**src/oisa_pkg.sv**
```systemverilog
/*
  Shared constants and types for the or/increment/shift execution slice.
  Assumes a single instruction-cycle clock and an active-low async reset.
*/
package oisa_pkg;
  localparam int OISA_DATA_W = 8;
  localparam int OISA_ADDR_W = 7;
  localparam logic [7:0] OISA_ACC_RESET = 8'h00;
  localparam logic OISA_ZERO_RESET = 1'b0;
  localparam logic OISA_CARRY_RESET = 1'b0;
  localparam logic [7:0] OISA_ONE = 8'h01;
  localparam logic OISA_DEST_ACC = 1'b0;
  localparam logic OISA_DEST_REG = 1'b1;
  // Operation selector coming from the decoder
  typedef enum logic [2:0] {
    OISA_OP_NONE,
    OISA_OP_OR_IMMEDIATE_INTO_ACC,
    OISA_OP_REGISTER_INCREMENT,
    OISA_OP_OR_ACC_WITH_REGISTER,
    OISA_OP_LOGICAL_LEFT_SHIFT,
    OISA_OP_LOGICAL_RIGHT_SHIFT
  } oisa_op_t;
endpackage

```
**src/oisa_alu.sv**
```systemverilog
/*
  Execution slice for five byte instructions: or-immediate, increment,
  or-with-register and logical shifts, with accumulator and flags.
  Assumes the decoder issues one op per clock with the register operand
  already read from the register file on the same clock domain.
  Unlisted op codes are ignored, and the register file itself must
  resolve read-after-write, as nothing is forwarded here.
*/
// How it works
// (RL1) Or-immediate ORs the 8-bit literal into the accumulator and updates only the zero flag.
// (RL2) Increment adds one to the addressed register, sends it to the destination, zero only.
// (RL3) Or-with-register ORs the accumulator with the register, to destination, zero only.
// (RL4) The destination select bit sends register-operand results to acc (0) or register (1).
// (RL5) Left shift moves bit 7 to shift-out, bits 6:0 up, zero in, updating carry and zero.
// (RL6) Right shift moves bit 0 to shift-out, bits 7:1 down, zero in, updating carry and zero.
// (RL7) The zero flag is set on an all-zero result and cleared otherwise.
// (RL8) Each op completes in one cycle and flags not named keep their value.
`timescale 1ns/100ps
module oisa_alu #(
  parameter int DW = oisa_pkg::OISA_DATA_W,
  parameter int AW = oisa_pkg::OISA_ADDR_W
) (
  // Clock and reset
  input wire logic clk_sys,
  input wire logic rstn,
  // Decoded instruction
  input wire logic op_valid,
  input wire oisa_pkg::oisa_op_t op_code,
  input wire logic [DW-1:0] immediate_literal,
  input wire logic [AW-1:0] register_operand_address,
  input wire logic result_target_bit,
  // Register file read data for the addressed register
  input wire logic [DW-1:0] reg_rd_data,
  // Register file write-back
  output logic reg_wr_en,
  output logic [AW-1:0] reg_wr_addr,
  output logic [DW-1:0] reg_wr_data,
  // Architectural state
  output logic [DW-1:0] acc_q,
  output logic null_result_flag,
  output logic shift_out_bit,
  output logic op_done
);
  import oisa_pkg::*;

  ////////////////////////////////////////////////////////////////////////
  // Internal nets

  // Result unit outputs
  logic [DW-1:0] res;
  logic res_zero;
  logic res_carry;

  // Op class from the first decode table
  logic op_ok;
  logic op_acc_only;
  logic op_reg_src;

  // Flag effects from the second decode table
  logic hit_zero;
  logic hit_carry;

  // Issue qualifier and destination steering
  logic issue;
  logic to_reg;
  logic to_acc;

  ////////////////////////////////////////////////////////////////////////
  // Result computation

  // One combinational unit shared by all five ops
  oisa_op_unit #(
    .DW(DW)
  ) u_op (
    .op(op_code),
    .acc_val(acc_q),
    .reg_val(reg_rd_data),
    .imm_val(immediate_literal),
    .result(res),
    .is_zero(res_zero),
    .shift_out(res_carry)
  );

  ////////////////////////////////////////////////////////////////////////
  // Instruction decode

  // Operand source per op; unlisted codes decode as no operation
  always_comb begin
    op_ok = 1'b0;
    op_acc_only = 1'b0;
    op_reg_src = 1'b0;
    case (op_code)
      OISA_OP_OR_IMMEDIATE_INTO_ACC: begin
        op_ok = 1'b1;
        op_acc_only = 1'b1; // [RL1]
      end
      OISA_OP_REGISTER_INCREMENT: begin
        op_ok = 1'b1;
        op_reg_src = 1'b1; // [RL2]
      end
      OISA_OP_OR_ACC_WITH_REGISTER: begin
        op_ok = 1'b1;
        op_reg_src = 1'b1; // [RL3]
      end
      OISA_OP_LOGICAL_LEFT_SHIFT: begin
        op_ok = 1'b1;
        op_reg_src = 1'b1; // [RL5]
      end
      OISA_OP_LOGICAL_RIGHT_SHIFT: begin
        op_ok = 1'b1;
        op_reg_src = 1'b1; // [RL6]
      end
      default: begin
        op_ok = 1'b0;
        op_acc_only = 1'b0;
        op_reg_src = 1'b0;
      end
    endcase
  end

  // Flags each op may change; any flag not named keeps its value
  always_comb begin
    hit_zero = 1'b0;
    hit_carry = 1'b0;
    case (op_code)
      OISA_OP_OR_IMMEDIATE_INTO_ACC: begin
        hit_zero = 1'b1; // [RL1]
        hit_carry = 1'b0; // [RL8]
      end
      OISA_OP_REGISTER_INCREMENT: begin
        hit_zero = 1'b1; // [RL2]
        hit_carry = 1'b0; // [RL8]
      end
      OISA_OP_OR_ACC_WITH_REGISTER: begin
        hit_zero = 1'b1; // [RL3]
        hit_carry = 1'b0; // [RL8]
      end
      OISA_OP_LOGICAL_LEFT_SHIFT: begin
        hit_zero = 1'b1; // [RL5]
        hit_carry = 1'b1; // [RL5]
      end
      OISA_OP_LOGICAL_RIGHT_SHIFT: begin
        hit_zero = 1'b1; // [RL6]
        hit_carry = 1'b1; // [RL6]
      end
      default: begin
        hit_zero = 1'b0;
        hit_carry = 1'b0;
      end
    endcase
  end

  // Issue qualifier; or-immediate always lands in the accumulator
  assign issue = op_valid && op_ok;
  assign to_reg = issue && op_reg_src && (result_target_bit == OISA_DEST_REG); // [RL4]
  assign to_acc = issue && (op_acc_only ||
                            (op_reg_src && (result_target_bit == OISA_DEST_ACC))); // [RL4]

  ////////////////////////////////////////////////////////////////////////
  // Architectural state

  // Accumulator, written only when it is the destination
  always_ff @(posedge clk_sys or negedge rstn) begin
    if (!rstn) begin
      acc_q <= DW'(OISA_ACC_RESET);
    end else if (to_acc) begin
      acc_q <= res; // [RL1] [RL4] [RL8]
    end
  end

  // Zero flag, named by every op here
  always_ff @(posedge clk_sys or negedge rstn) begin
    if (!rstn) begin
      null_result_flag <= OISA_ZERO_RESET;
    end else if (issue && hit_zero) begin
      null_result_flag <= res_zero; // [RL7]
    end
  end

  // Carry, held unless a shift names it
  always_ff @(posedge clk_sys or negedge rstn) begin
    if (!rstn) begin
      shift_out_bit <= OISA_CARRY_RESET;
    end else if (issue && hit_carry) begin
      shift_out_bit <= res_carry; // [RL5] [RL6] [RL8]
    end
  end

  ////////////////////////////////////////////////////////////////////////
  // Register write-back

  // Write strobe, a one-cycle pulse per register destination
  always_ff @(posedge clk_sys or negedge rstn) begin
    if (!rstn) begin
      reg_wr_en <= 1'b0;
    end else begin
      reg_wr_en <= to_reg; // [RL4]
    end
  end

  // Write address, held until the next register write
  always_ff @(posedge clk_sys or negedge rstn) begin
    if (!rstn) begin
      reg_wr_addr <= '0;
    end else if (to_reg) begin
      reg_wr_addr <= register_operand_address; // [RL2] [RL3]
    end
  end

  // Write data, held together with the address
  always_ff @(posedge clk_sys or negedge rstn) begin
    if (!rstn) begin
      reg_wr_data <= '0;
    end else if (to_reg) begin
      reg_wr_data <= res; // [RL4]
    end
  end

  ////////////////////////////////////////////////////////////////////////
  // Completion

  // One pulse per accepted op, so each op takes a single cycle
  always_ff @(posedge clk_sys or negedge rstn) begin
    if (!rstn) begin
      op_done <= 1'b0;
    end else begin
      op_done <= issue; // [RL8]
    end
  end
endmodule // oisa_alu

```
**src/oisa_op_unit.sv**
```systemverilog
/*
  Combinational result unit: computes the result byte, zero indication
  and shift-out bit for one operation. Assumes operands are stable.
*/
`timescale 1ns/100ps
module oisa_op_unit #(
  parameter int DW = 8
) (
  // Operation and operands
  input wire oisa_pkg::oisa_op_t op,
  input wire logic [DW-1:0] acc_val,
  input wire logic [DW-1:0] reg_val,
  input wire logic [DW-1:0] imm_val,
  // Results
  output logic [DW-1:0] result,
  output logic is_zero,
  output logic shift_out
);
  import oisa_pkg::*;

  ////////////////////////////////////////////////////////////////////////
  // Result selection per operation
  always_comb begin
    result = '0;
    shift_out = 1'b0;
    case (op)
      OISA_OP_OR_IMMEDIATE_INTO_ACC: result = acc_val | imm_val; // [RL1]
      OISA_OP_REGISTER_INCREMENT: result = reg_val + DW'(OISA_ONE); // [RL2]
      OISA_OP_OR_ACC_WITH_REGISTER: result = acc_val | reg_val; // [RL3]
      OISA_OP_LOGICAL_LEFT_SHIFT: begin
        result = {reg_val[DW-2:0], 1'b0}; // [RL5]
        shift_out = reg_val[DW-1]; // [RL5]
      end
      OISA_OP_LOGICAL_RIGHT_SHIFT: begin
        result = {1'b0, reg_val[DW-1:1]}; // [RL6]
        shift_out = reg_val[0]; // [RL6]
      end
      default: result = '0;
    endcase
  end

  // All-zero detect
  assign is_zero = (result == '0); // [RL7]
endmodule // oisa_op_unit

```
**config.mk**
```make
export PLATFORM = sky130hd
export DESIGN_NAME = oisa_alu
export DESIGN_NICKNAME = d
export VERILOG_FILES = /design/src/oisa_pkg.sv /design/src/oisa_alu.sv /design/src/oisa_op_unit.sv
export SDC_FILE = /design/constraint.sdc
export NUM_CORES = 1
export LEC_CHECK = 0
export CAP_MARGIN = 0
export CORE_UTILIZATION = 45
export CTS_CLUSTER_SIZE = 10
export DETAILED_ROUTE_END_ITERATION = 10
export DONT_BUFFER_PORTS = 1
export GPL_ROUTABILITY_DRIVEN = 0
export GPL_TIMING_DRIVEN = 0
export PLACE_DENSITY_LB_ADDON = 0.1
export SKIP_LAST_GASP = 1
export SLEW_MARGIN = 5
export SYNTH_ARGS = -nofsm -noshare
export SYNTH_HDL_FRONTEND = slang
export SYNTH_HIERARCHICAL = 1
export SYNTH_SLANG_ARGS = --single-unit
```
**constraint.sdc**
```tcl
create_clock -name clk_sys -period 3.58 [get_ports clk_sys]
set_clock_uncertainty 0.15 [all_clocks]
set_input_delay 0.358 -clock clk_sys [delete_from_list [all_inputs] [get_ports clk_sys]]
set_output_delay 0.358 -clock clk_sys [all_outputs]
set_load 0.02 [all_outputs]
```
# == Yosys cells after proc, flatten, opt, wreduce, memory -nomap -nowiden ==
# Cells that the tools add are included.
# classes
bitwise,3
mux,6
addsub,1
reduce_logical,12
n_eq_ne,5
# ops
cell,count
8-bit case mux with 5 select lines,1
8-bit OR,2
8-bit by 1-bit adder with 8-bit output (second input constant),1
8-bit logical NOT,1
1-bit logical AND,7
3-bit by 2-bit == test with 1-bit output (second input constant),2
3-bit == test (second input constant),2
5-bit OR reduction,1
1-bit 2-to-1 mux,4
4-bit OR reduction,1
3-bit by 1-bit == test with 1-bit output (second input constant),1
1-bit case mux with 2 select lines,1
2-bit OR reduction,1
1-bit logical OR,1
1-bit inverter,1
# word_totals
ff_bits,27
word_cells,34
inputBits,30
output_inout_bits,27

# == Depth between registers and ports, before layout ==
# depth
ltp_word,6
depth_mapped,9

# == Modules after synthesis ==
# The synthesis kept the hierarchy.
# by_module_without_submodules
module,n_inst,area_each_um2,cells_per_inst
oisa_alu,1,1104.8,67
oisa_op_unit,1,576.8,77

# == Worst setup path after synthesis ==
# No wires, ideal clock.
# synth_timing
kind,input to register
from,input op_code[2]
to,register null_result_flag
n_path_buf,2
path_stages,9
setup_ns,0.125
arrival_time_ns,1.760
slack_ns,1.546
cell_sequence,buf_4 or3b_1 buf_4 nor3_1 o21ai_2 nand3_2 or4b_4 nor4_2 mux2_2
# synth_lines
element,line,source
start: declaration,oisa_alu.sv:28,"input wire oisa_pkg::oisa_op_t op_code,"
3-bit == test (tied with other cells),oisa_op_unit.sv:26,case (op)
8-bit case mux with 5 select lines (*),oisa_op_unit.sv:26,
net res[3],oisa_alu.sv:50,logic [DW-1:0] res;
8-bit logical NOT (*),oisa_op_unit.sv:43,assign is_zero = (result == '0);
net res_zero,oisa_alu.sv:51,logic res_zero;
end signal: assignment,oisa_alu.sv:176,null_result_flag <= res_zero;
end: declaration,oisa_alu.sv:40,"output logic null_result_flag,"
# Mark *: on every way through the listed nets, which the timed path passes. The rest lies on a longest branch.
# A chain may end at the register's enable or synchronous reset.

# == Worst setup path after layout ==
# layout_timing
from,register acc_q[1]
to,register null_result_flag
# layout_via
elab_chain_cells,3
# layout_rtl
element,line,source
start: declaration,oisa_alu.sv:39,"output logic [DW-1:0] acc_q,"
start signal: assignment,oisa_alu.sv:165,acc_q <= DW'(OISA_ACC_RESET);
start signal: assignment,oisa_alu.sv:167,acc_q <= res;
8-bit OR (on tied branches),"oisa_op_unit.sv:29, oisa_op_unit.sv:27",
8-bit case mux with 5 select lines (*),oisa_op_unit.sv:26,
net res[1],oisa_alu.sv:50,
8-bit logical NOT (*),oisa_op_unit.sv:43,
net res_zero,oisa_alu.sv:51,
# Marks and branches as above.

==> impl_metrics.ini <==
[synthesis]
synth_edf_count = 0
async_reset_ff_frac = 1.00
syn-num-nets = 176
synth_cell_type_count = 45
netlist_instances = 144
synth_warnings = 6
yosys_register_bits = 27
netlist_area_um2 = 1680
synth_ff_type = dfrtp_1
seq_area_frac_synth = 0.402
synth_area_per_cell_um2 = 11.7

[global_routing]
overflow = 0
grtUsageTotal = 0.194
grt_pass1_vias = 1231
grt_max_degree = 28
grt_first_pass_wirelength_um = 5920
antenna_found_initial = 0

[timing]
drv_slew = 0
period_needed_ns = 2.09
max_slew.worst_pin.slew_ns = 0.510
setup_viol = 0
fmaxAchievable_ghz = 0.478
rsz0062_at_grt = no
slew_headroom = 0.660
hold_viol_final = 0
fin_crit_sh = 0.584
whs_ns = 0.0737
tns_ns = 0

[routing]
first_pass_iters = 4
drt_iter0_drc = 99
vias = 1201
totalWireLength_um = 3620
antenna_left = 0
wl_per_cell_um = 18.5
drc_errors = 0
vias_per_cell = 6.13

[die]
die_h_um = 63.1
die_w_um = 63.1
ios = 57
rows = 21
start_util = 0.485
core_um2 = 3470
die_area_um2 = 3990

[flow_run]
cap_violations = 0

[setup_path]
worstPathMaxFanout = 4
cp-start-kind = register
cp.required_ns = 3.59
arrival_ns = 2.11
cp-end-kind = register
path_class = reg2reg

[power]
p_total_uw = 894
power.density_nw_per_um2 = 492
p_leak_nw = 0.791
ir_drop_uv = 321

[placed_design]
port-buffer-count = 0
hpwl_um = 2760

[cells_and_area]
layout.nets = 183
multiInputGateArea_um2 = 922
area_growth_pct = 8.11
final_cell_mix = mux2_2, dfrtp_1, nor2_1
n_fill_cell = 336
num_antenna_cells = 0
seq_area_um2 = 676
layout-drive-gt1-share = 0.367

[clocking]
htreeDepth = 1
worstSkewPairLatency_ns = 0.27
clk_pin_slew_worst_paths_ns = 0.10
cts-root-buf = clkbuf_8
tritoncts = yes
clock-sinks = 27
postCtsSetupBuffers = 0
clockBufferDepth = 2
cts_buffers = 3

[run_status]
status = complete, no violations

[min_path]
min_path_type = in2reg
==> where the power goes <==
group	internal [mW]	switching, mW
Clock	0.0790	0.0973
Sequential	0.382	0.158
Combinational	0.103	0.0744
==> critical path, stage by stage, from the launching register on <==
cell	delay, ns
dfrtp_1	0.50
nor2_1	0.07
a311o_1	0.35
o22ai_1	0.32
nor2_1	0.08
or4b_4	0.21
nor4_2	0.03
mux2_2	0.27
==> routing by layer <==
layer  vias to the layer above  GRT usage  routed length [um]
met3                         6     0.0562                 326
met2                        57      0.309                1770
met4                         0     0.0610                  56
met5                         -          0                   0
li1                        541          -                   -
met1                       597      0.253                1470
==> synth_stat cells (2+ instances only) <==
cell type / count / area, um2
a311o_1: 2 / 20.0
and3_1: 3 / 18.8
buf_4: 3 / 22.5
buf_6: 2 / 22.5
dfrtp_1: 27 / 676
ha_1: 2 / 25.0
inv_1: 5 / 18.8
mux2_2: 27 / 304
mux2_4: 2 / 30.0
mux2i_1: 5 / 50.1
nand2_1: 5 / 18.8
nand3_1: 6 / 30.0
nor2_1: 10 / 37.5
nor2b_1: 2 / 12.5
nor4b_2: 2 / 30.0
o211ai_1: 2 / 15.0
o21ai_0: 5 / 25.0
o21ai_2: 2 / 17.5
o221ai_1: 2 / 17.5
xnor2_1: 4 / 35.0
xor2_1: 2 / 17.5
==> path summary, 6_finish.rpt <==
check                      slack, ns                        start          endpoint  depth (start not counted)
max in group asynchronous       2.77                         rstn          acc_q[0]                          2
setup / recovery                1.49                     acc_q[1]  null_result_flag                          7
hold / removal                  0.07  register_operand_address[2]    reg_wr_addr[2]                          1
setup reg to reg                1.49                     acc_q[1]  null_result_flag                          7
hold reg to reg                 0.52               reg_wr_addr[5]    reg_wr_addr[5]                          1
min in group asynchronous       0.36                         rstn          acc_q[6]                          2
==> repair_timing <==
item	4_1_cts	5_1_grt
hold endpoints to repair	27	0
hold buffers	2	0
resized for setup	0	0
==> flip-flops by register name, summed over array words and instances (netlist names) <==
| register | flops |
|---|---|
| acc_q | 8 |
| null_result_flag | 1 |
| op_done | 1 |
| reg_wr_addr | 7 |
| reg_wr_data | 8 |
| reg_wr_en | 1 |
| shift_out_bit | 1 |
==> final cells by class <==
cell class                      count  area share
Multi-Input combinational cell    105       0.507
Clock buffer                        3      0.0227
Sequential cell                    27       0.372
Clock inverter                      1     0.00413
Buffer                              7      0.0358
Timing Repair Buffer                2      0.0165
Inverter                            5      0.0103
Tap cell                           46      0.0317
==> metrics by stage <==
stage	utilization	setup slack, ns	area, um2	cells
4_1_cts	0.524	1.48	1820	196
6_report	0.524	1.49	1820	196
5_1_grt	0.524	1.36	1820	196
3_3_place_gp	0.501	1.29	1740	190
2_1_floorplan	-	1.55	1680	144
3_5_place_dp	0.501	1.31	1740	190
==> cell families after synthesis <==
group,Yosys count,synth area share
AND/OR/NAND/NOR,41,0.164
buffers and inverters,12,0.0498
flip-flops,27,0.402
XOR/XNOR,6,0.0312
adder cells (fa/ha/maj),2,0.0149
AO/OA/AOI/OAI,22,0.109
multiplexers,34,0.228
Note: power is estimated with default switching activity, not from simulation.
